**src/verilog/adcs_pkg.sv**
```systemverilog
// constants shared by the converter control sequencer files
package adcs_pkg;
   // ----------------------------------------------------------------
   // register map: printed offsets are indices, byte address = 4*index
   // ----------------------------------------------------------------
   localparam int          ADDR_W         = 12;
   localparam logic [9:0]  IDX_RES_HIGH   = 10'h01e;
   localparam logic [9:0]  IDX_CONV_CTL   = 10'h01f;
   localparam logic [9:0]  IDX_RES_LOW    = 10'h09e;
   localparam logic [9:0]  IDX_PIN_CLK    = 10'h09f;
   localparam logic [9:0]  IDX_DONE_STAT  = 10'h020;
   // ----------------------------------------------------------------
   // converter_control fields
   // ----------------------------------------------------------------
   localparam int          CTL_JUSTIFY    = 7;
   localparam int          CTL_REF        = 6;
   localparam int          CTL_CHAN_LO    = 2;
   localparam int          CTL_GO         = 1;
   localparam int          CTL_ON         = 0;
   localparam logic [7:0]  CTL_WMASK      = 8'hcd;
   localparam logic [7:0]  CTL_RESET      = 8'h00;
   // ----------------------------------------------------------------
   // analog_pin_and_clock_select fields
   // ----------------------------------------------------------------
   localparam int          ANS_CLK_LO     = 4;
   localparam logic [7:0]  ANS_WMASK      = 8'h7f;
   localparam logic [7:0]  ANS_RESET      = 8'h0f;
   localparam logic [1:0]  CLK_RC_CODE    = 2'b11;
   // ----------------------------------------------------------------
   // done status register fields
   // ----------------------------------------------------------------
   localparam int          STAT_FLAG      = 0;
   localparam int          STAT_IRQ_EN    = 1;
   // ----------------------------------------------------------------
   // timing
   // ----------------------------------------------------------------
   localparam int          SYS_CLK_HZ     = 20_000_000;
   localparam int          RC_CLK_HZ      = 500_000;
   localparam int          RC_DIV         = (SYS_CLK_HZ + RC_CLK_HZ - 1) / RC_CLK_HZ;
   localparam int          INSTR_CYCLES   = 4;
   localparam int          CONV_TADS      = 11;
   localparam int          ABORT_TADS     = 2;
   localparam int          RESULT_W       = 10;

   typedef enum {
      ADCS_IDLE,
      ADCS_RC_WAIT,
      ADCS_CONVERT,
      ADCS_ABORT_WAIT
   } adcs_state_t;
endpackage : adcs_pkg

```
**src/verilog/adcs_tad_gen.sv**
```systemverilog
// conversion clock period tick generator
`timescale 1ns/100ps
module adcs_tad_gen
   import adcs_pkg::*;
#(
   parameter int RC_CYCLES = RC_DIV
) (
   // clock and reset
   input  wire logic       sys_clk,
   input  wire logic       rst_b,
   // control
   input  wire logic       restart,
   input  wire logic [2:0] clk_sel,
   // tick
   output logic            tick
);
   if (RC_CYCLES < 2 || RC_CYCLES > 256) begin : g_rc_range_bad
      $error("rc divider out of range");
   end

   logic [7:0] cnt_reg;
   logic       tick_reg;
   wire  [7:0] div_w;
   wire        wrap_w;

   // system clock ratios; x11 falls to the internal rc period
   assign div_w  = (clk_sel == 3'b000) ? 8'd2  :
                   (clk_sel == 3'b100) ? 8'd4  :
                   (clk_sel == 3'b001) ? 8'd8  :
                   (clk_sel == 3'b101) ? 8'd16 :
                   (clk_sel == 3'b010) ? 8'd32 :
                   (clk_sel == 3'b110) ? 8'd64 : 8'(RC_CYCLES - 1) + 8'd1;
   assign wrap_w = (cnt_reg == div_w - 8'd1);
   assign tick   = tick_reg;

   always_ff @(posedge sys_clk or negedge rst_b) begin
      if (!rst_b) begin
         cnt_reg  <= 8'h00;
         tick_reg <= 1'b0;
      end else begin
         cnt_reg  <= (restart || wrap_w) ? 8'h00 : cnt_reg + 8'd1;
         tick_reg <= !restart && wrap_w;
      end
   end
endmodule : adcs_tad_gen

```
**src/verilog/adcs_sar.sv**
```systemverilog
// successive approximation register stepped once per conversion clock period
`timescale 1ns/100ps
module adcs_sar
   import adcs_pkg::*;
(
   // clock and reset
   input  wire logic                sys_clk,
   input  wire logic                rst_b,
   // control
   input  wire logic                start,
   input  wire logic                abort,
   input  wire logic                tick,
   input  wire logic                cmp_in,
   // status
   output logic [RESULT_W-1:0]      trial,
   output logic                     done
);
   logic [RESULT_W-1:0] trial_reg;
   logic [RESULT_W-1:0] bit_reg;
   logic                busy_reg;
   logic                setup_reg;
   logic                done_reg;
   logic [3:0]          tad_seen_reg;

   assign trial = trial_reg;
   assign done  = done_reg;

   // first period isolates the hold capacitor, then one bit per period
   always_ff @(posedge sys_clk or negedge rst_b) begin
      if (!rst_b) begin
         trial_reg <= '0;
         bit_reg   <= '0;
         busy_reg  <= 1'b0;
         setup_reg <= 1'b0;
         done_reg  <= 1'b0;
      end else begin
         done_reg <= 1'b0;
         if (start) begin
            trial_reg <= {1'b1, {(RESULT_W-1){1'b0}}};
            bit_reg   <= {1'b1, {(RESULT_W-1){1'b0}}};
            busy_reg  <= 1'b1;
            setup_reg <= 1'b1;
         end else if (abort) begin
            busy_reg <= 1'b0;
         end else if (busy_reg && tick) begin
            setup_reg <= 1'b0;
            if (!setup_reg) begin
               trial_reg <= (cmp_in ? trial_reg : trial_reg & ~bit_reg) | (bit_reg >> 1);
               bit_reg   <= bit_reg >> 1;
               if (bit_reg[0]) begin
                  busy_reg <= 1'b0;
                  done_reg <= 1'b1;
               end
            end
         end
      end
   end

   // helper count of periods since start, read only by the check below
   always_ff @(posedge sys_clk or negedge rst_b) begin
      if (!rst_b) tad_seen_reg <= 4'h0;
      else if (start) tad_seen_reg <= 4'h0;
      else if (tick && busy_reg) tad_seen_reg <= tad_seen_reg + 4'h1;
   end

   a_eleven_periods: assert property (@(posedge sys_clk) disable iff (!rst_b)
      done_reg |-> tad_seen_reg == 4'(CONV_TADS)) else $error("conversion length wrong");
endmodule : adcs_sar

```
**src/verilog/adcs_ctrl.sv**
```systemverilog
// converter control sequencer: apb registers, start/abort/sleep sequencing
//
// The implementer's own choice: the APB slave port.
`timescale 1ns/100ps
module adcs_ctrl
   import adcs_pkg::*;
#(
   parameter int RC_CYCLES = RC_DIV
) (
   // clock and reset
   input  wire logic              sys_clk,
   input  wire logic              rst_b,
   // apb slave
   input  wire logic              psel,
   input  wire logic              penable,
   input  wire logic              pwrite,
   input  wire logic [ADDR_W-1:0] paddr,
   input  wire logic [31:0]       pwdata,
   output logic [31:0]            prdata,
   output logic                   pready,
   output logic                   pslverr,
   // core state
   input  wire logic              sleep_in,
   output logic                   conv_irq,
   output logic                   wake_req,
   // analog front end
   input  wire logic              cmp_in,
   output logic [RESULT_W-1:0]    sar_trial,
   output logic                   conv_power,
   output logic                   ref_external,
   output logic [1:0]             channel_select,
   output logic                   hold_sample,
   // pin control
   output logic [3:0]             analog_pin_select,
   output logic [3:0]             digital_in_off,
   output logic [3:0]             pullup_off,
   output logic [3:0]             change_irq_off
);
   if (RC_CYCLES < 2 || RC_CYCLES > 256) begin : g_rc_range_bad
      $error("rc divider out of range");
   end

   // ----------------------------------------------------------------
   // state
   // ----------------------------------------------------------------
   adcs_state_t state_reg;
   adcs_state_t state_next;
   logic [7:0]  ctl_reg;
   logic [7:0]  ans_reg;
   logic [7:0]  res_high_reg;
   logic [7:0]  res_low_reg;
   logic        flag_reg;
   logic        irq_en_reg;
   logic        pd_reg;
   logic [2:0]  wait_cnt_reg;
   logic [31:0] prdata_reg;
   logic        pready_reg;
   logic        pslverr_reg;
   logic        irq_reg;
   logic        wake_reg;
   logic        power_reg;
   logic        ref_reg;
   logic [1:0]  chan_reg;
   logic        sample_reg;

   // ----------------------------------------------------------------
   // bus decode
   // ----------------------------------------------------------------
   wire hit_res_high = (paddr == {IDX_RES_HIGH, 2'b00});
   wire hit_ctl      = (paddr == {IDX_CONV_CTL, 2'b00});
   wire hit_res_low  = (paddr == {IDX_RES_LOW, 2'b00});
   wire hit_ans      = (paddr == {IDX_PIN_CLK, 2'b00});
   wire hit_stat     = (paddr == {IDX_DONE_STAT, 2'b00});
   wire hit_any      = hit_res_high | hit_ctl | hit_res_low | hit_ans | hit_stat;
   // one wait state: data is captured, then pready rises
   wire acc_first    = psel && penable && !pready_reg;
   wire wr_commit    = psel && penable && pwrite && pready_reg;
   wire wr_ctl       = wr_commit && hit_ctl;
   wire wr_ans       = wr_commit && hit_ans;
   wire wr_stat      = wr_commit && hit_stat;

   // ----------------------------------------------------------------
   // sequencing terms
   // ----------------------------------------------------------------
   wire       rc_sel     = (ans_reg[ANS_CLK_LO+:2] == CLK_RC_CODE);
   wire       busy       = (state_reg == ADCS_RC_WAIT) || (state_reg == ADCS_CONVERT);
   wire       on_after   = wr_ctl ? pwdata[CTL_ON] : ctl_reg[CTL_ON];
   wire       go_req     = wr_ctl && pwdata[CTL_GO] && pwdata[CTL_ON] && ctl_reg[CTL_ON];
   wire       go_clear   = wr_ctl && !pwdata[CTL_GO] && busy;
   wire       sleep_kill = sleep_in && !rc_sel && busy;
   wire       tad_tick;
   wire       sar_done;
   wire       conv_start;
   wire       tad_restart;
   wire       rc_wait_end = (state_reg == ADCS_RC_WAIT) && (wait_cnt_reg == 3'(INSTR_CYCLES - 1));
   wire       done_ok     = sar_done && state_reg == ADCS_CONVERT && state_next == ADCS_IDLE
                            && on_after && !sleep_kill && !go_clear;
   wire [9:0] sar_value;
   wire [7:0] high_w;
   wire [7:0] low_w;
   wire [7:0] ctl_rd;
   wire [7:0] rd_byte;

   // start only when the machine really enters conversion, so an abort never leaves the sar running
   assign conv_start  = (state_reg != ADCS_CONVERT) && (state_next == ADCS_CONVERT);
   assign tad_restart = conv_start || go_clear;

   // ----------------------------------------------------------------
   // control state machine
   // ----------------------------------------------------------------
   always_comb begin
      state_next = state_reg;
      case (state_reg)
         ADCS_IDLE: begin
            if (go_req && rc_sel) state_next = ADCS_RC_WAIT;
            else if (go_req && !sleep_in) state_next = ADCS_CONVERT;
         end
         ADCS_RC_WAIT: begin
            if (rc_rwait_abort()) state_next = ADCS_IDLE;
            else if (go_clear) state_next = ADCS_ABORT_WAIT;
            else if (rc_wait_end) state_next = ADCS_CONVERT;
         end
         ADCS_CONVERT: begin
            if (!on_after || sleep_kill) state_next = ADCS_IDLE;
            else if (go_clear) state_next = ADCS_ABORT_WAIT;
            else if (sar_done) state_next = ADCS_IDLE;
         end
         ADCS_ABORT_WAIT: begin
            if (!on_after) state_next = ADCS_IDLE;
            else if (tad_tick && wait_cnt_reg == 3'(ABORT_TADS - 1)) state_next = ADCS_IDLE;
         end
         default: state_next = ADCS_IDLE;
      endcase
   end

   function automatic logic rc_rwait_abort();
      rc_rwait_abort = !on_after || sleep_kill;
   endfunction : rc_rwait_abort

   always_ff @(posedge sys_clk or negedge rst_b) begin
      if (!rst_b) state_reg <= ADCS_IDLE;
      else state_reg <= state_next;
   end

   // instruction delay in rc mode, period count in abort wait
   always_ff @(posedge sys_clk or negedge rst_b) begin
      if (!rst_b) begin
         wait_cnt_reg <= 3'h0;
      end else if (state_next != state_reg) begin
         wait_cnt_reg <= 3'h0;
      end else if (state_reg == ADCS_RC_WAIT || (state_reg == ADCS_ABORT_WAIT && tad_tick)) begin
         wait_cnt_reg <= wait_cnt_reg + 3'h1;
      end
   end

   // ----------------------------------------------------------------
   // converter clock and sar
   // ----------------------------------------------------------------
   adcs_tad_gen #(.RC_CYCLES(RC_CYCLES)) u_tad (
      .sys_clk (sys_clk),
      .rst_b   (rst_b),
      .restart (tad_restart),
      .clk_sel (ans_reg[ANS_CLK_LO+:3]),
      .tick    (tad_tick)
   );

   adcs_sar u_sar (
      .sys_clk (sys_clk),
      .rst_b   (rst_b),
      .start   (conv_start),
      .abort   (state_reg == ADCS_CONVERT && state_next != ADCS_CONVERT && !sar_done),
      .tick    (tad_tick),
      .cmp_in  (cmp_in),
      .trial   (sar_value),
      .done    (sar_done)
   );

   // ----------------------------------------------------------------
   // configuration registers
   // ----------------------------------------------------------------
   always_ff @(posedge sys_clk or negedge rst_b) begin
      if (!rst_b) begin
         ctl_reg    <= CTL_RESET;
         ans_reg    <= ANS_RESET;
         irq_en_reg <= 1'b0;
      end else begin
         if (wr_ctl) ctl_reg <= pwdata[7:0] & CTL_WMASK;
         if (wr_ans) ans_reg <= pwdata[7:0] & ANS_WMASK;
         if (wr_stat) irq_en_reg <= pwdata[STAT_IRQ_EN];
      end
   end

   // completion flag: a completion in the clearing cycle wins
   always_ff @(posedge sys_clk or negedge rst_b) begin
      if (!rst_b) flag_reg <= 1'b0;
      else flag_reg <= (flag_reg && !(wr_stat && pwdata[STAT_FLAG])) || done_ok;
   end

   // ----------------------------------------------------------------
   // result bytes: no reset, they survive a device reset
   // ----------------------------------------------------------------
   assign high_w = ctl_reg[CTL_JUSTIFY] ? {6'h00, sar_value[9:8]} : sar_value[9:2];
   assign low_w  = ctl_reg[CTL_JUSTIFY] ? sar_value[7:0] : {sar_value[1:0], 6'h00};

   always_ff @(posedge sys_clk) begin
      if (done_ok) begin
         res_high_reg <= high_w;
         res_low_reg  <= low_w;
      end
   end

   // ----------------------------------------------------------------
   // power down after sleep; cleared on wake or when switched off
   // ----------------------------------------------------------------
   always_ff @(posedge sys_clk or negedge rst_b) begin
      if (!rst_b) pd_reg <= 1'b0;
      else if (!sleep_in || !on_after) pd_reg <= 1'b0;
      else if (sleep_kill) pd_reg <= 1'b1;
      else if (done_ok && !irq_en_reg) pd_reg <= 1'b1;
   end

   // ----------------------------------------------------------------
   // readback
   // ----------------------------------------------------------------
   assign ctl_rd  = {ctl_reg[7:6], 2'b00, ctl_reg[3:2], busy, ctl_reg[CTL_ON]};
   assign rd_byte = hit_ctl      ? ctl_rd :
                    hit_ans      ? ans_reg :
                    hit_res_high ? res_high_reg :
                    hit_res_low  ? res_low_reg :
                    hit_stat     ? {6'h00, irq_en_reg, flag_reg} : 8'h00;

   always_ff @(posedge sys_clk or negedge rst_b) begin
      if (!rst_b) begin
         prdata_reg  <= 32'h0000_0000;
         pready_reg  <= 1'b0;
         pslverr_reg <= 1'b0;
      end else begin
         pready_reg  <= acc_first;
         pslverr_reg <= acc_first && !hit_any;
         if (acc_first) prdata_reg <= {24'h00_0000, rd_byte};
      end
   end

   // ----------------------------------------------------------------
   // front end and pin outputs
   // ----------------------------------------------------------------
   always_ff @(posedge sys_clk or negedge rst_b) begin
      if (!rst_b) begin
         irq_reg    <= 1'b0;
         wake_reg   <= 1'b0;
         power_reg  <= 1'b0;
         ref_reg    <= 1'b0;
         chan_reg   <= 2'b00;
         sample_reg <= 1'b0;
      end else begin
         irq_reg    <= flag_reg && irq_en_reg;
         wake_reg   <= sleep_in && flag_reg && irq_en_reg;
         power_reg  <= ctl_reg[CTL_ON] && !pd_reg;
         ref_reg    <= ctl_reg[CTL_REF];
         chan_reg   <= ctl_reg[CTL_CHAN_LO+:2];
         // capacitor only tracks the input, it is never discharged
         sample_reg <= ctl_reg[CTL_ON] && !pd_reg && state_reg == ADCS_IDLE;
      end
   end

   assign prdata            = prdata_reg;
   assign pready            = pready_reg;
   assign pslverr           = pslverr_reg;
   assign conv_irq          = irq_reg;
   assign wake_req          = wake_reg;
   assign sar_trial         = sar_value;
   assign conv_power        = power_reg;
   assign ref_external      = ref_reg;
   assign channel_select    = chan_reg;
   assign hold_sample       = sample_reg;
   assign analog_pin_select = ans_reg[3:0];
   assign digital_in_off    = ans_reg[3:0];
   assign pullup_off        = ans_reg[3:0];
   assign change_irq_off    = ans_reg[3:0];

   // ----------------------------------------------------------------
   // checks
   // ----------------------------------------------------------------
   a_off_no_start: assert property (@(posedge sys_clk) disable iff (!rst_b)
      !ctl_reg[CTL_ON] |-> ##1 !(state_reg == ADCS_CONVERT && $past(state_reg) == ADCS_IDLE))
      else $error("conversion started while off");

   a_rc_delay: assert property (@(posedge sys_clk) disable iff (!rst_b)
      (state_reg == ADCS_IDLE && go_req && rc_sel) |=> state_reg == ADCS_RC_WAIT ##4 state_reg != ADCS_RC_WAIT)
      else $error("rc start delay wrong");

   a_done_flag: assert property (@(posedge sys_clk) disable iff (!rst_b)
      done_ok |=> flag_reg && !busy) else $error("completion not flagged");

   a_abort_keeps: assert property (@(posedge sys_clk) disable iff (!rst_b)
      (busy && go_clear && on_after && !sleep_kill) |=> $stable(res_high_reg) && $stable(res_low_reg)
      && state_reg == ADCS_ABORT_WAIT)
      else $error("abort disturbed result");

   a_sleep_abort: assert property (@(posedge sys_clk) disable iff (!rst_b)
      (sleep_kill && on_after) |=> state_reg == ADCS_IDLE && pd_reg && ctl_reg[CTL_ON])
      else $error("sleep abort wrong");

   a_right_just: assert property (@(posedge sys_clk) disable iff (!rst_b)
      (done_ok && ctl_reg[CTL_JUSTIFY]) |=> res_high_reg[7:2] == 6'h00 && res_low_reg == $past(sar_value[7:0]))
      else $error("right justified result wrong");

   a_power_off: assert property (@(posedge sys_clk) disable iff (!rst_b)
      !ctl_reg[CTL_ON] |=> !conv_power) else $error("converter powered while off");

   a_off_abort: assert property (@(posedge sys_clk) disable iff (!rst_b)
      (state_reg != ADCS_IDLE && !on_after) |=> state_reg == ADCS_IDLE)
      else $error("switch off did not stop the converter");

   a_irq_gate: assert property (@(posedge sys_clk) disable iff (!rst_b)
      conv_irq |-> $past(flag_reg) && $past(irq_en_reg)) else $error("irq without flag and enable");

   a_unimpl_zero: assert property (@(posedge sys_clk) disable iff (!rst_b)
      ctl_reg[5:4] == 2'b00 && ans_reg[7] == 1'b0) else $error("unimplemented bit set");
endmodule : adcs_ctrl

```
**config.mk**
```make
export PLATFORM = sky130hd
export DESIGN_NAME = adcs_ctrl
export DESIGN_NICKNAME = d
export VERILOG_FILES = /design/src/verilog/adcs_pkg.sv /design/src/verilog/adcs_tad_gen.sv /design/src/verilog/adcs_sar.sv /design/src/verilog/adcs_ctrl.sv
export SDC_FILE = /design/constraint.sdc
export NUM_CORES = 1
export LEC_CHECK = 0
export BUFFER_PORTS_ARGS = -buffer_cell sky130_fd_sc_hd__buf_2
export CAP_MARGIN = 20
export CORE_MARGIN = 2
export CORE_UTILIZATION = 50
export DETAILED_ROUTE_END_ITERATION = 7
export GPL_ROUTABILITY_DRIVEN = 0
export PLACE_DENSITY = 0.75
export SYNTH_ARGS = -nofsm -noshare
export SYNTH_HDL_FRONTEND = slang
export SYNTH_HIERARCHICAL = 1
export SYNTH_SLANG_ARGS = --single-unit
```
**constraint.sdc**
```tcl
create_clock -name sys_clk -period 3.4 [get_ports sys_clk]
set_input_delay 0.17 -clock sys_clk [delete_from_list [all_inputs] [get_ports sys_clk]]
set_output_delay 0.17 -clock sys_clk [all_outputs]
set_load 0.03 [all_outputs]
```
Word level (Yosys, flattened, before mapping) --
Index checks and enable logic that the tools add are counted.
Word-level totals: bits in registers 115, bits in latches 0, memories kept 0, bits in writable memories 0, ROM bits 0, output and inout bits 67, bits of input ports 51
Cells by class: mux-type cells 53, $mul 0, reduce and logical (&&, ||, !) cells 70, bitwise operators 7, divide/modulo/power cells 0, add/subtract/negate cells 3, magnitude comparators 0, equality and inequality tests 27, shift-type cells 0
Operators with widths (count):
- 2-to-1 mux 32 bit | 10
- one-hot mux 32 bit (4 select lines) | 1
- equality test 32 x 2 -> 1 bit (second input constant) | 3
- equality test 32 x 3 -> 1 bit (second input constant) | 3
- logical NOT 32 bit | 3
- 2-to-1 mux 10 bit | 9
- 2-to-1 mux 8 bit | 11
- != test 32 x 3 -> 1 bit (second input constant) | 2
- logical AND 1 bit | 38
- equality test 32 x 1 -> 1 bit (second input constant) | 1
- != test 32 bit | 1
- equality test 12 x 10 -> 1 bit (second input constant) | 2
- equality test 12 x 7 -> 1 bit (second input constant) | 2
- 2-to-1 mux 1 bit | 17
- logical NOT 1 bit | 13
- equality test 12 x 8 -> 1 bit (second input constant) | 1
- AND 10 bit | 1
- NOT 10 bit | 1
- bitwise OR 10 x 9 -> 10 bit | 1
- equality test 3 bit (second input constant) | 3
- nonzero test 3 bit | 3
- adder 8 x 1 -> 8 bit (second input constant) | 1
- equality test 8 bit | 1
- subtractor 8 x 1 -> 8 bit (second input constant) | 1
- 15 further kinds | 31

Logic depth before layout (Yosys ltp) --
Gate-level depths: netlist of the first run.
depth after elaboration 20, mapped depth 10, depth with buffers taken out 9

By module --
Netlist of the first run, hierarchy kept.
By module, submodules not included:
- adcs_ctrl | instances 1, area each 3712.3 um2, cells an instance 319
- adcs_sar | instances 1, area each 998.5 um2, cells an instance 94
- adcs_tad_gen | instances 1, area each 534.3 um2, cells an instance 54

Worst setup path after synthesis of the first run --
No wires, ideal clock.
path type register to register, start reg state_reg[5], end reg res_high_reg[0], enable pin, slack 0.708 ns, stages on the path, launching flop included 6, library setup time 0.390 ns, data required time 3.010 ns, data arrival time 2.302 ns, path through dfrtp_1 > or4_1 > nor3_1 > nand4_1 > or3b_2 > nor2_1
Between the ends: word-level cells in the longest chain between the ends 11
Ends and longest elaborated chain:
- from (decl) | RTL line adcs_ctrl.sv:46 | adcs_state_t state_reg;
- from (signal assigned) | RTL line adcs_ctrl.sv:142 | else state_reg <= state_next;
- equality test 32 x 2 -> 1 bit / equality test 32 x 3 -> 1 bit (equally long branches) | RTL line adcs_ctrl.sv:86, adcs_ctrl.sv:95, adcs_ctrl.sv:96
- logical AND 1 bit / logical OR 1 bit (equally long branches) | RTL line adcs_ctrl.sv:95, adcs_ctrl.sv:86
- 2-to-1 mux 32 bit, or another cell as far along | RTL line adcs_ctrl.sv:121 | else if (rc_wait_end) state_next = ADCS_CONVERT;
- 2-to-1 mux 32 bit, or another cell as far along | RTL line adcs_ctrl.sv:120 | else if (go_clear) state_next = ADCS_ABORT_WAIT;
- 2-to-1 mux 32 bit, on equally long branches | RTL line adcs_ctrl.sv:119, adcs_ctrl.sv:124
- one-hot mux 32 bit (4 select lines) | RTL line adcs_ctrl.sv:113 | case (state_reg)
- logical NOT 32 bit | RTL line adcs_ctrl.sv:96 | wire done_ok = sar_done && state_reg == ADCS_CONVERT && state_next == ADCS_IDLE
- logical AND 1 bit | RTL line adcs_ctrl.sv:96
- logical AND 1 bit (2 in a row) | RTL line adcs_ctrl.sv:97 | && on_after && !sleep_kill && !go_clear;
- logical AND 1 bit (*) | RTL line adcs_ctrl.sv:97
- named net done_ok | RTL line adcs_ctrl.sv:96
- to (signal assigned) | RTL line adcs_ctrl.sv:207 | res_high_reg <= high_w;
- to (decl) | RTL line adcs_ctrl.sv:50 | logic [7:0] res_high_reg;
The timed path passes the listed nets; every way through them passes the cells marked *. A chain may end at the register's enable or synchronous reset.

Final worst setup path of the first run --
start reg state_reg[1], end reg u_sar.bit_reg[4]
Between the ends: word-level cells in the longest chain between the ends 11
Ends and longest elaborated chain:
- equality test 32 x 2 -> 1 bit / equality test 32 x 3 -> 1 bit (equally long branches) | RTL line adcs_ctrl.sv:86, adcs_ctrl.sv:95, adcs_ctrl.sv:171
- logical AND 1 bit / logical OR 1 bit (equally long branches) | RTL line adcs_ctrl.sv:95, adcs_ctrl.sv:86
- 2-to-1 mux 32 bit, or another cell as far along | RTL line adcs_ctrl.sv:121
- 2-to-1 mux 32 bit, or another cell as far along | RTL line adcs_ctrl.sv:120
- 2-to-1 mux 32 bit, on equally long branches | RTL line adcs_ctrl.sv:119, adcs_ctrl.sv:124
- one-hot mux 32 bit (4 select lines) | RTL line adcs_ctrl.sv:113
- != test 32 x 3 -> 1 bit | RTL line adcs_ctrl.sv:171 | .abort (state_reg == ADCS_CONVERT && state_next != ADCS_CONVERT && !sar_done),
- logical AND 1 bit (2 in a row) | RTL line adcs_ctrl.sv:171
- != test 2 bit (no line)
- AND reduction 3 bit (no line)
- to (signal assigned) | RTL line adcs_sar.sv:40 | bit_reg <= {1'b1, {(RESULT_W-1){1'b0}}};
- to (signal assigned) | RTL line adcs_sar.sv:49 | bit_reg <= bit_reg >> 1;
- to (decl) | RTL line adcs_sar.sv:19 | logic [RESULT_W-1:0] bit_reg;
Several ways; a longest one is shown, not always the timed one.

==> impl_metrics.csv, run 1 <==
group,metric,value,unit
run_status,outcome,"complete, no violations",
worst_setup_path,cp_max_fo,11,
final_layout,final_nets,622,
timing,slew_headroom,56.1,%
global_routing,grt_usage,19.0,%
drt,drt-initial-drc-count,194,
placement,dp_hpwl,6880,um
synthesis,netlist_instances,467,
synthesis,synth_ff_type,"dfrtp_1",
job,drv_cap,0,
pwr,leakagePower,3.04,nW
timing,finalSetupTns,0,ns
timing,worst_pin_slew,0.654,ns
global_routing,grt_max_degree,87,
final_layout,seq_area,0.00296,sq mm
synthesis,seq_area_frac_synth,56.5,%
timing,setup_violations,0,
final_layout,syn2layout_area_growth,19.8,%
final_layout,final_util,61.1,%
clocking,cts_setup_buffers,0,
drt,firstDrtPassIters,5,
synthesis,yosys_warnings,6,
timing,period_needed,2.81,ns
clocking,cts-resized-gates,0,
die,start_util,51.0,%
synthesis,ys_types,63,
hold_path,hold_path.class,"in -> reg",
drt,wirelength,10300,um
pwr,fin_total_pwr,0.00320,W
worst_setup_path,crit_family,"simple AND/OR/NAND/NOR gates",
die,die_x,106,um
synthesis,ys_ff_latch,115,
worst_setup_path,crit_buf_inv,0,
pwr,ir_worst_vdd,0.000273,V
clocking,clk_path_buf_depth,2,
synthesis,synth_edf_count,16,
timing,holdWs,0.0256,ns
drt,post_drt_wl_per_cell,14.3,um
clocking,numCtsBuffers,17,
drt,ant_nets,0,
clocking,cts_root_buf,"clkbuf_8",
drt,vias,3691,
synthesis,avgSynthCellArea,11.2,sq um
final_layout,diodes,0,
final_layout,largest_register_ffs,32,
placement,io_buffers,69,
timing,maxSlewViolCount,0,
timing,fin_skew,0.00717,ns
clocking,tritoncts,"built",
clocking,insertion_delay,0.52,ns
final_layout,multi_input_area,0.00205,sq mm
final_layout,layout-drive-gt1-share,26.4,%
die,die_h,106,um
timing,rsz0062_at_grt,"no",
drt,drc,0,
final_layout,fillers,820,
worst_setup_path,setup.worst_path.end_class,"flop",
final_layout,final_common_cell,"dfrtp_1",
global_routing,grt_overflow_total,0,
timing,max_freq,0.356,GHz
clocking,clock_sink_count,115,
worst_setup_path,critPathArrivalTime,3.25,ns
worst_setup_path,reg2reg_slack,0.59,ns
worst_setup_path,worst_path_max_delay_cell,"and4bb_1",
final_layout,final_cell_mix,"dfrtp_1, buf_2, conb_1, nand2_1, a21oi_1",
synthesis,syn-cell-area,0.00525,sq mm
die,boundaryPins,118,
clocking,clk_pin_slew_worst_paths,0.06,ns
clocking,cts_htree_levels,4,
die,coreArea,0.0103,sq mm
global_routing,grt_pass1_wl,16700,um
die,row_count,37,
drt,vias_per_cell,5.16,
worst_setup_path,critical-path-max-stage-delay,0.61,ns
worst_setup_path,required,3.84,ns
timing,timing.final.crit_share,82.6,%
synthesis,postSynth.asyncResetShare,86.1,%
worst_setup_path,worstSetupPathType,"reg -> reg",
global_routing,grt_pass1_vias,3523,
global_routing,antenna_found_initial,0,
worst_setup_path,path_cells,"nor2b_1, nand2_1, a221oi_1, nor3_1, o31a_1, and4bb_1, nand2_2, a21oi_1",
pwr,power_density,510,mW/mm^2
worst_setup_path,start_kind,"flop",
die,dieArea,0.0113,sq mm
timing,finalHoldViolations,0,
worst paths after layout:
| check | start | endpoint | cells past startpoint |
|---|---|---|---|
| setup / recovery | state_reg[1]$_DFF_PN0_ | u_sar/bit_reg[4]$_DFFE_PN0P_ | 8 |
| hold / removal | pwdata[1] | ans_reg[1]$_DFFE_PN1P_ | 2 |
| setup reg to reg | state_reg[1]$_DFF_PN0_ | u_sar/bit_reg[4]$_DFFE_PN0P_ | 8 |
| hold reg to reg | ctl_reg[2]$_DFFE_PN0N_ | channel_select[0]$_DFF_PN0_ | 0 |
| max in group asynchronous | rst_b | u_sar/bit_reg[1]$_DFFE_PN0P_ | 3 |
| min in group asynchronous | rst_b | state_reg[15]$_DFF_PN0_ | 2 |
cells by family (layout without fill, tap and decap cells):
group / Yosys count / in the layout / synth area share [%]
fa+ha+maj: 4 / 4 / 0.954
compound gates: 67 / 67 / 8.16
flops: 115 / 115 / 56.5
buf+inv: 66 / 126 / 8.23
simple gates: 187 / 187 / 19.8
xor+xnor: 7 / 7 / 1.17
other cells: 1 / 54 / 0.0715
mux: 20 / 20 / 5.08
report_power, final:
group	switching, W	internal, W
clock network	0.000713	0.000929
registers	0.00000861	0.00142
logic	0.000102	0.0000358
total	0.000824	0.00238
per-layer routing:
layer	vias to the layer above	share of wire, %	global-route usage [%]
li1	1750	-	-
met1	1798	41	23.9
met2	130	52	31.0
met3	13	6.1	5.33
met4	0	1.4	8.35
met5	-	0	0
metrics by stage:
stage,setup WS (ns),instances,area (sq um)
global placement,0.490,674,5620
detailed placement,0.405,674,5620
CTS,0.573,715,6260
floorplan,0.708,520,5440
global route,0.336,716,6280
finish,0.592,716,6280
synth_stat cells, types with 2 or more instances:
master | number | area [sq um]
a21o_1 | 2 | 15.0
a21o_2 | 2 | 17.5
a21oi_1 | 25 | 125
a221oi_1 | 3 | 26.3
a22o_1 | 2 | 17.5
a31oi_1 | 4 | 25.0
and2_1 | 9 | 56.3
and3_1 | 3 | 18.8
and4_1 | 2 | 17.5
buf_4 | 41 | 308
buf_6 | 4 | 45.0
clkbuf_1 | 13 | 48.8
dfrtp_1 | 95 | 2380
dfstp_2 | 4 | 105
edfxtp_1 | 16 | 480
ha_1 | 4 | 50.1
inv_1 | 6 | 22.5
mux2_2 | 13 | 146
mux2i_1 | 3 | 30.0
mux4_2 | 4 | 90.1
nand2_1 | 49 | 184
nand2_2 | 9 | 56.3
nand2b_1 | 14 | 87.6
nand3_1 | 16 | 80.1
nand3b_1 | 3 | 22.5
nand4_1 | 5 | 31.3
nand4b_1 | 2 | 17.5
nor2_1 | 20 | 75.1
nor2b_1 | 13 | 81.3
nor3_1 | 15 | 75.1
nor3b_1 | 4 | 30.0
nor3b_2 | 2 | 25.0
nor4_1 | 7 | 43.8
o21ai_0 | 7 | 35.0
o21ai_1 | 9 | 45.0
o22ai_1 | 2 | 12.5
o31ai_1 | 2 | 15.0
o32a_1 | 2 | 20.0
or4_1 | 2 | 15.0
xor2_1 | 6 | 52.6
what timing repair did:
item | in CTS | in global routing
setup endpoints to repair | 0 | 0
hold endpoints to repair | 92 | 0
hold buffers | 9 | 0
worst register-to-register path: cells and delay by family, from the launching register on:
kind | cells | cell delay, ns
simple gates | 5 | 1.35
compound gates | 3 | 0.86
flops | 1 | 0.51
final cells by class:
cell class / instances / share of cell area, %
Clock inverter: 15 / 2.15
Sequential cell: 115 / 47.2
Inverter: 7 / 0.418
Tap cell: 136 / 2.71
Timing Repair Buffer: 87 / 8.25
Clock buffer: 17 / 6.59
Multi-Input combinational cell: 339 / 32.7
(Power assumes the default switching activity.)
==> inputs of run 2 (changes only) <==
CORE_UTILIZATION = 49   (was 50)
PLACE_DENSITY = 0.76   (was 0.75)
clock period = 2.42 ns   (was 3.4 ns; I/O delays follow)
==> run 2 against run 1 <==
Compared with the run above:
- the flow now finishes with violations (negative setup slack)
- register-to-register slack got worse by 0.61 ns
- sequential share of layout area down 2.4 points
- cell area increased by 5.4%
- total power increased by 40%
- maximum frequency grew 15%
- largest cell class unchanged
==> impl_metrics.csv, run 2 (synthesis results as in run 1) <==
group,metric,value,unit
job,drv_cap,0,
global_routing,grt_overflow_total,0,
timing,period_needed,2.43,ns
placement,dp_hpwl,7580,um
timing,max_freq,0.411,GHz
clocking,numCtsBuffers,17,
timing,worst_pin_slew,0.648,ns
hold_path,hold_depth,3,
clocking,clk_path_buf_depth,2,
timing,slew_headroom,56.8,%
global_routing,grt_pass1_wl,18100,um
timing,timing.final.crit_share,101,%
clocking,insertion_delay,0.52,ns
final_layout,final_nets,643,
clocking,cts_root_buf,"clkbuf_8",
final_layout,final_cell_mix,"dfrtp_1, buf_2, conb_1, nand2_1, buf_4",
worst_setup_path,reg2reg_slack,-0.01,ns
drt,vias,3796,
drt,ant_nets,0,
run_status,violations,"negative setup slack",
final_layout,final_common_cell,"dfrtp_1",
pwr,power_density,678,mW/mm^2
global_routing,antenna_found_initial,0,
timing,finalHoldViolations,0,
worst_setup_path,start_kind,"flop",
worst_setup_path,setup.worst_path.end_class,"flop",
timing,maxSlewViolCount,0,
die,coreArea,0.0104,sq mm
clocking,clk_pin_slew_worst_paths,0.06,ns
final_layout,largest_register_ffs,32,
worst_setup_path,r2r_end,"u_sar/trial[3]$_DFFE_PN0P_",
timing,postLayoutSetupSlackWorst,-0.0144,ns
final_layout,final_util,63.8,%
die,boundaryPins,118,
placement,io_buffers,69,
hold_path,hold_end,"prdata[1]$_DFFE_PN0P_",
worst_setup_path,r2r_cells,9,
drt,drt-initial-drc-count,268,
pwr,leakagePower,3.22,nW
hold_path,hold_path.class,"in -> reg",
drt,wirelength,11400,um
global_routing,grt_usage,20.5,%
worst_setup_path,required,2.86,ns
clocking,cts_htree_levels,4,
clocking,tritoncts,"built",
drt,drc,0,
final_layout,diodes,0,
drt,firstDrtPassIters,4,
placement,pre_cts_slack,-0.206,ns
global_routing,grt_pass1_vias,3775,
drt,post_drt_wl_per_cell,15.4,um
worst_setup_path,critPathArrivalTime,2.87,ns
timing,setup_violations,11,
hold_path,holdCritStartpoint,"paddr[2]",
die,dieArea,0.0115,sq mm
pwr,ir_worst_vdd,0.000458,V
timing,fin_skew,0.0190,ns
die,die_h,107,um
clocking,clock_sink_count,115,
final_layout,syn2layout_area_growth,26.2,%
global_routing,grt_max_degree,51,
timing,rsz0062_at_grt,"yes",
run_status,outcome,"finished, violations left",
worst_setup_path,r2r-start,"state_reg[5]$_DFF_PN0_",
die,row_count,37,
die,die_x,107,um
worst_setup_path,cp_max_fo,11,
drt,vias_per_cell,5.15,
final_layout,layout-drive-gt1-share,31.8,%
worst_setup_path,worstSetupPathType,"reg -> reg",
die,start_util,50.6,%
run 2: cell count changes in the layout (fill, tap and decap cells not counted), moves of 3 or more:
cell	delta
buf_12	+4
inv_6	-5
buf_4	+16
nor2b_1	-3
a21oi_2	+4
clkinv_2	+3
a21oi_1	-4
inv_8	-3
nor2b_2	+3
clkinv_4	+3
run 2: metrics by stage:
stage / area (sq um) / hold WS, ns / setup TNS (ns) / power (W) / cells
after floorplan: 5480 / -0.175 / 0 / 0.00217 / 520
after global placement: 5860 / 0.187 / -2.35 / 0.00222 / 694
after detailed placement: 5860 / 0.194 / -3.28 / 0.00223 / 694
after CTS: 6520 / 0.0280 / 0 / 0.00453 / 735
after global routing: 6620 / 0.0608 / -2.16 / 0.00465 / 737
final: 6620 / 0.0574 / -0.0585 / 0.00449 / 737
run 2: how the worst max path moves through the flow:
stage	start	endpoint	slack, ns	cells past startpoint
6_report	state_reg[5]$_DFF_PN0_	u_sar/trial[3]$_DFFE_PN0P_	-0.01	9
3_3_place_gp	paddr[1]	u_sar/done$_DFF_PN0_	-0.10	10
2_1_floorplan	paddr[1]	u_tad/tick$_DFF_PN0_	0.03	9
5_1_grt	state_reg[5]$_DFF_PN0_	u_sar/trial[3]$_DFFE_PN0P_	-0.12	9
3_5_place_dp	paddr[1]	u_sar/trial[9]$_DFFE_PN0P_	-0.21	10
4_1_cts	state_reg[5]$_DFF_PN0_	u_sar/bit_reg[0]$_DFFE_PN0P_	0.01	9
run 2: worst max-delay path: stages, from the launching register on:
cell	delay (ns)
dfrtp_1	0.35
or4_4	0.55
nor3_4	0.13
nand4_1	0.22
a311oi_2	0.26
o31a_1	0.24
nand4bb_4	0.20
buf_12	0.15
o21ai_1	0.08
a21oi_1	0.18
run 2: per-layer routing:
| layer | track usage, % | part of all wire [%] | vias to the layer above |
|---|---|---|---|
| met5 | 0 | 0 | - |
| met1 | 24.8 | 41 | 1851 |
| li1 | - | - | 1790 |
| met2 | 34.4 | 52 | 143 |
| met4 | 7.78 | 0.98 | 0 |
| met3 | 6.17 | 5.2 | 12 |
run 2: report_power, final:
part,internal (W),leakage [nW],switching (W)
combinational,0.0000531,1.48,0.000148
clock,0.00137,0.267,0.000913
sequential,0.00199,1.48,0.0000142
total,0.00341,3.22,0.00108
run 2: cell type report:
type                       instances  area (sq um)
fill                             813          3750
multi-input combinational        339          2170
tap                              136           170
clock buffer                      18           418
inverter                           7          26.3
sequential                       115          2960
clock inverter                    14           128
timing repair buffer             108           743
run 2: repair_timing:
item,4_1_cts,5_1_grt
pin swaps,2,5
hold endpoints to repair,58,0
buffers inserted,0,1
gates resized for setup,3,17
setup endpoints to repair,3,46
hold buffers,9,0
gates cloned,0,1
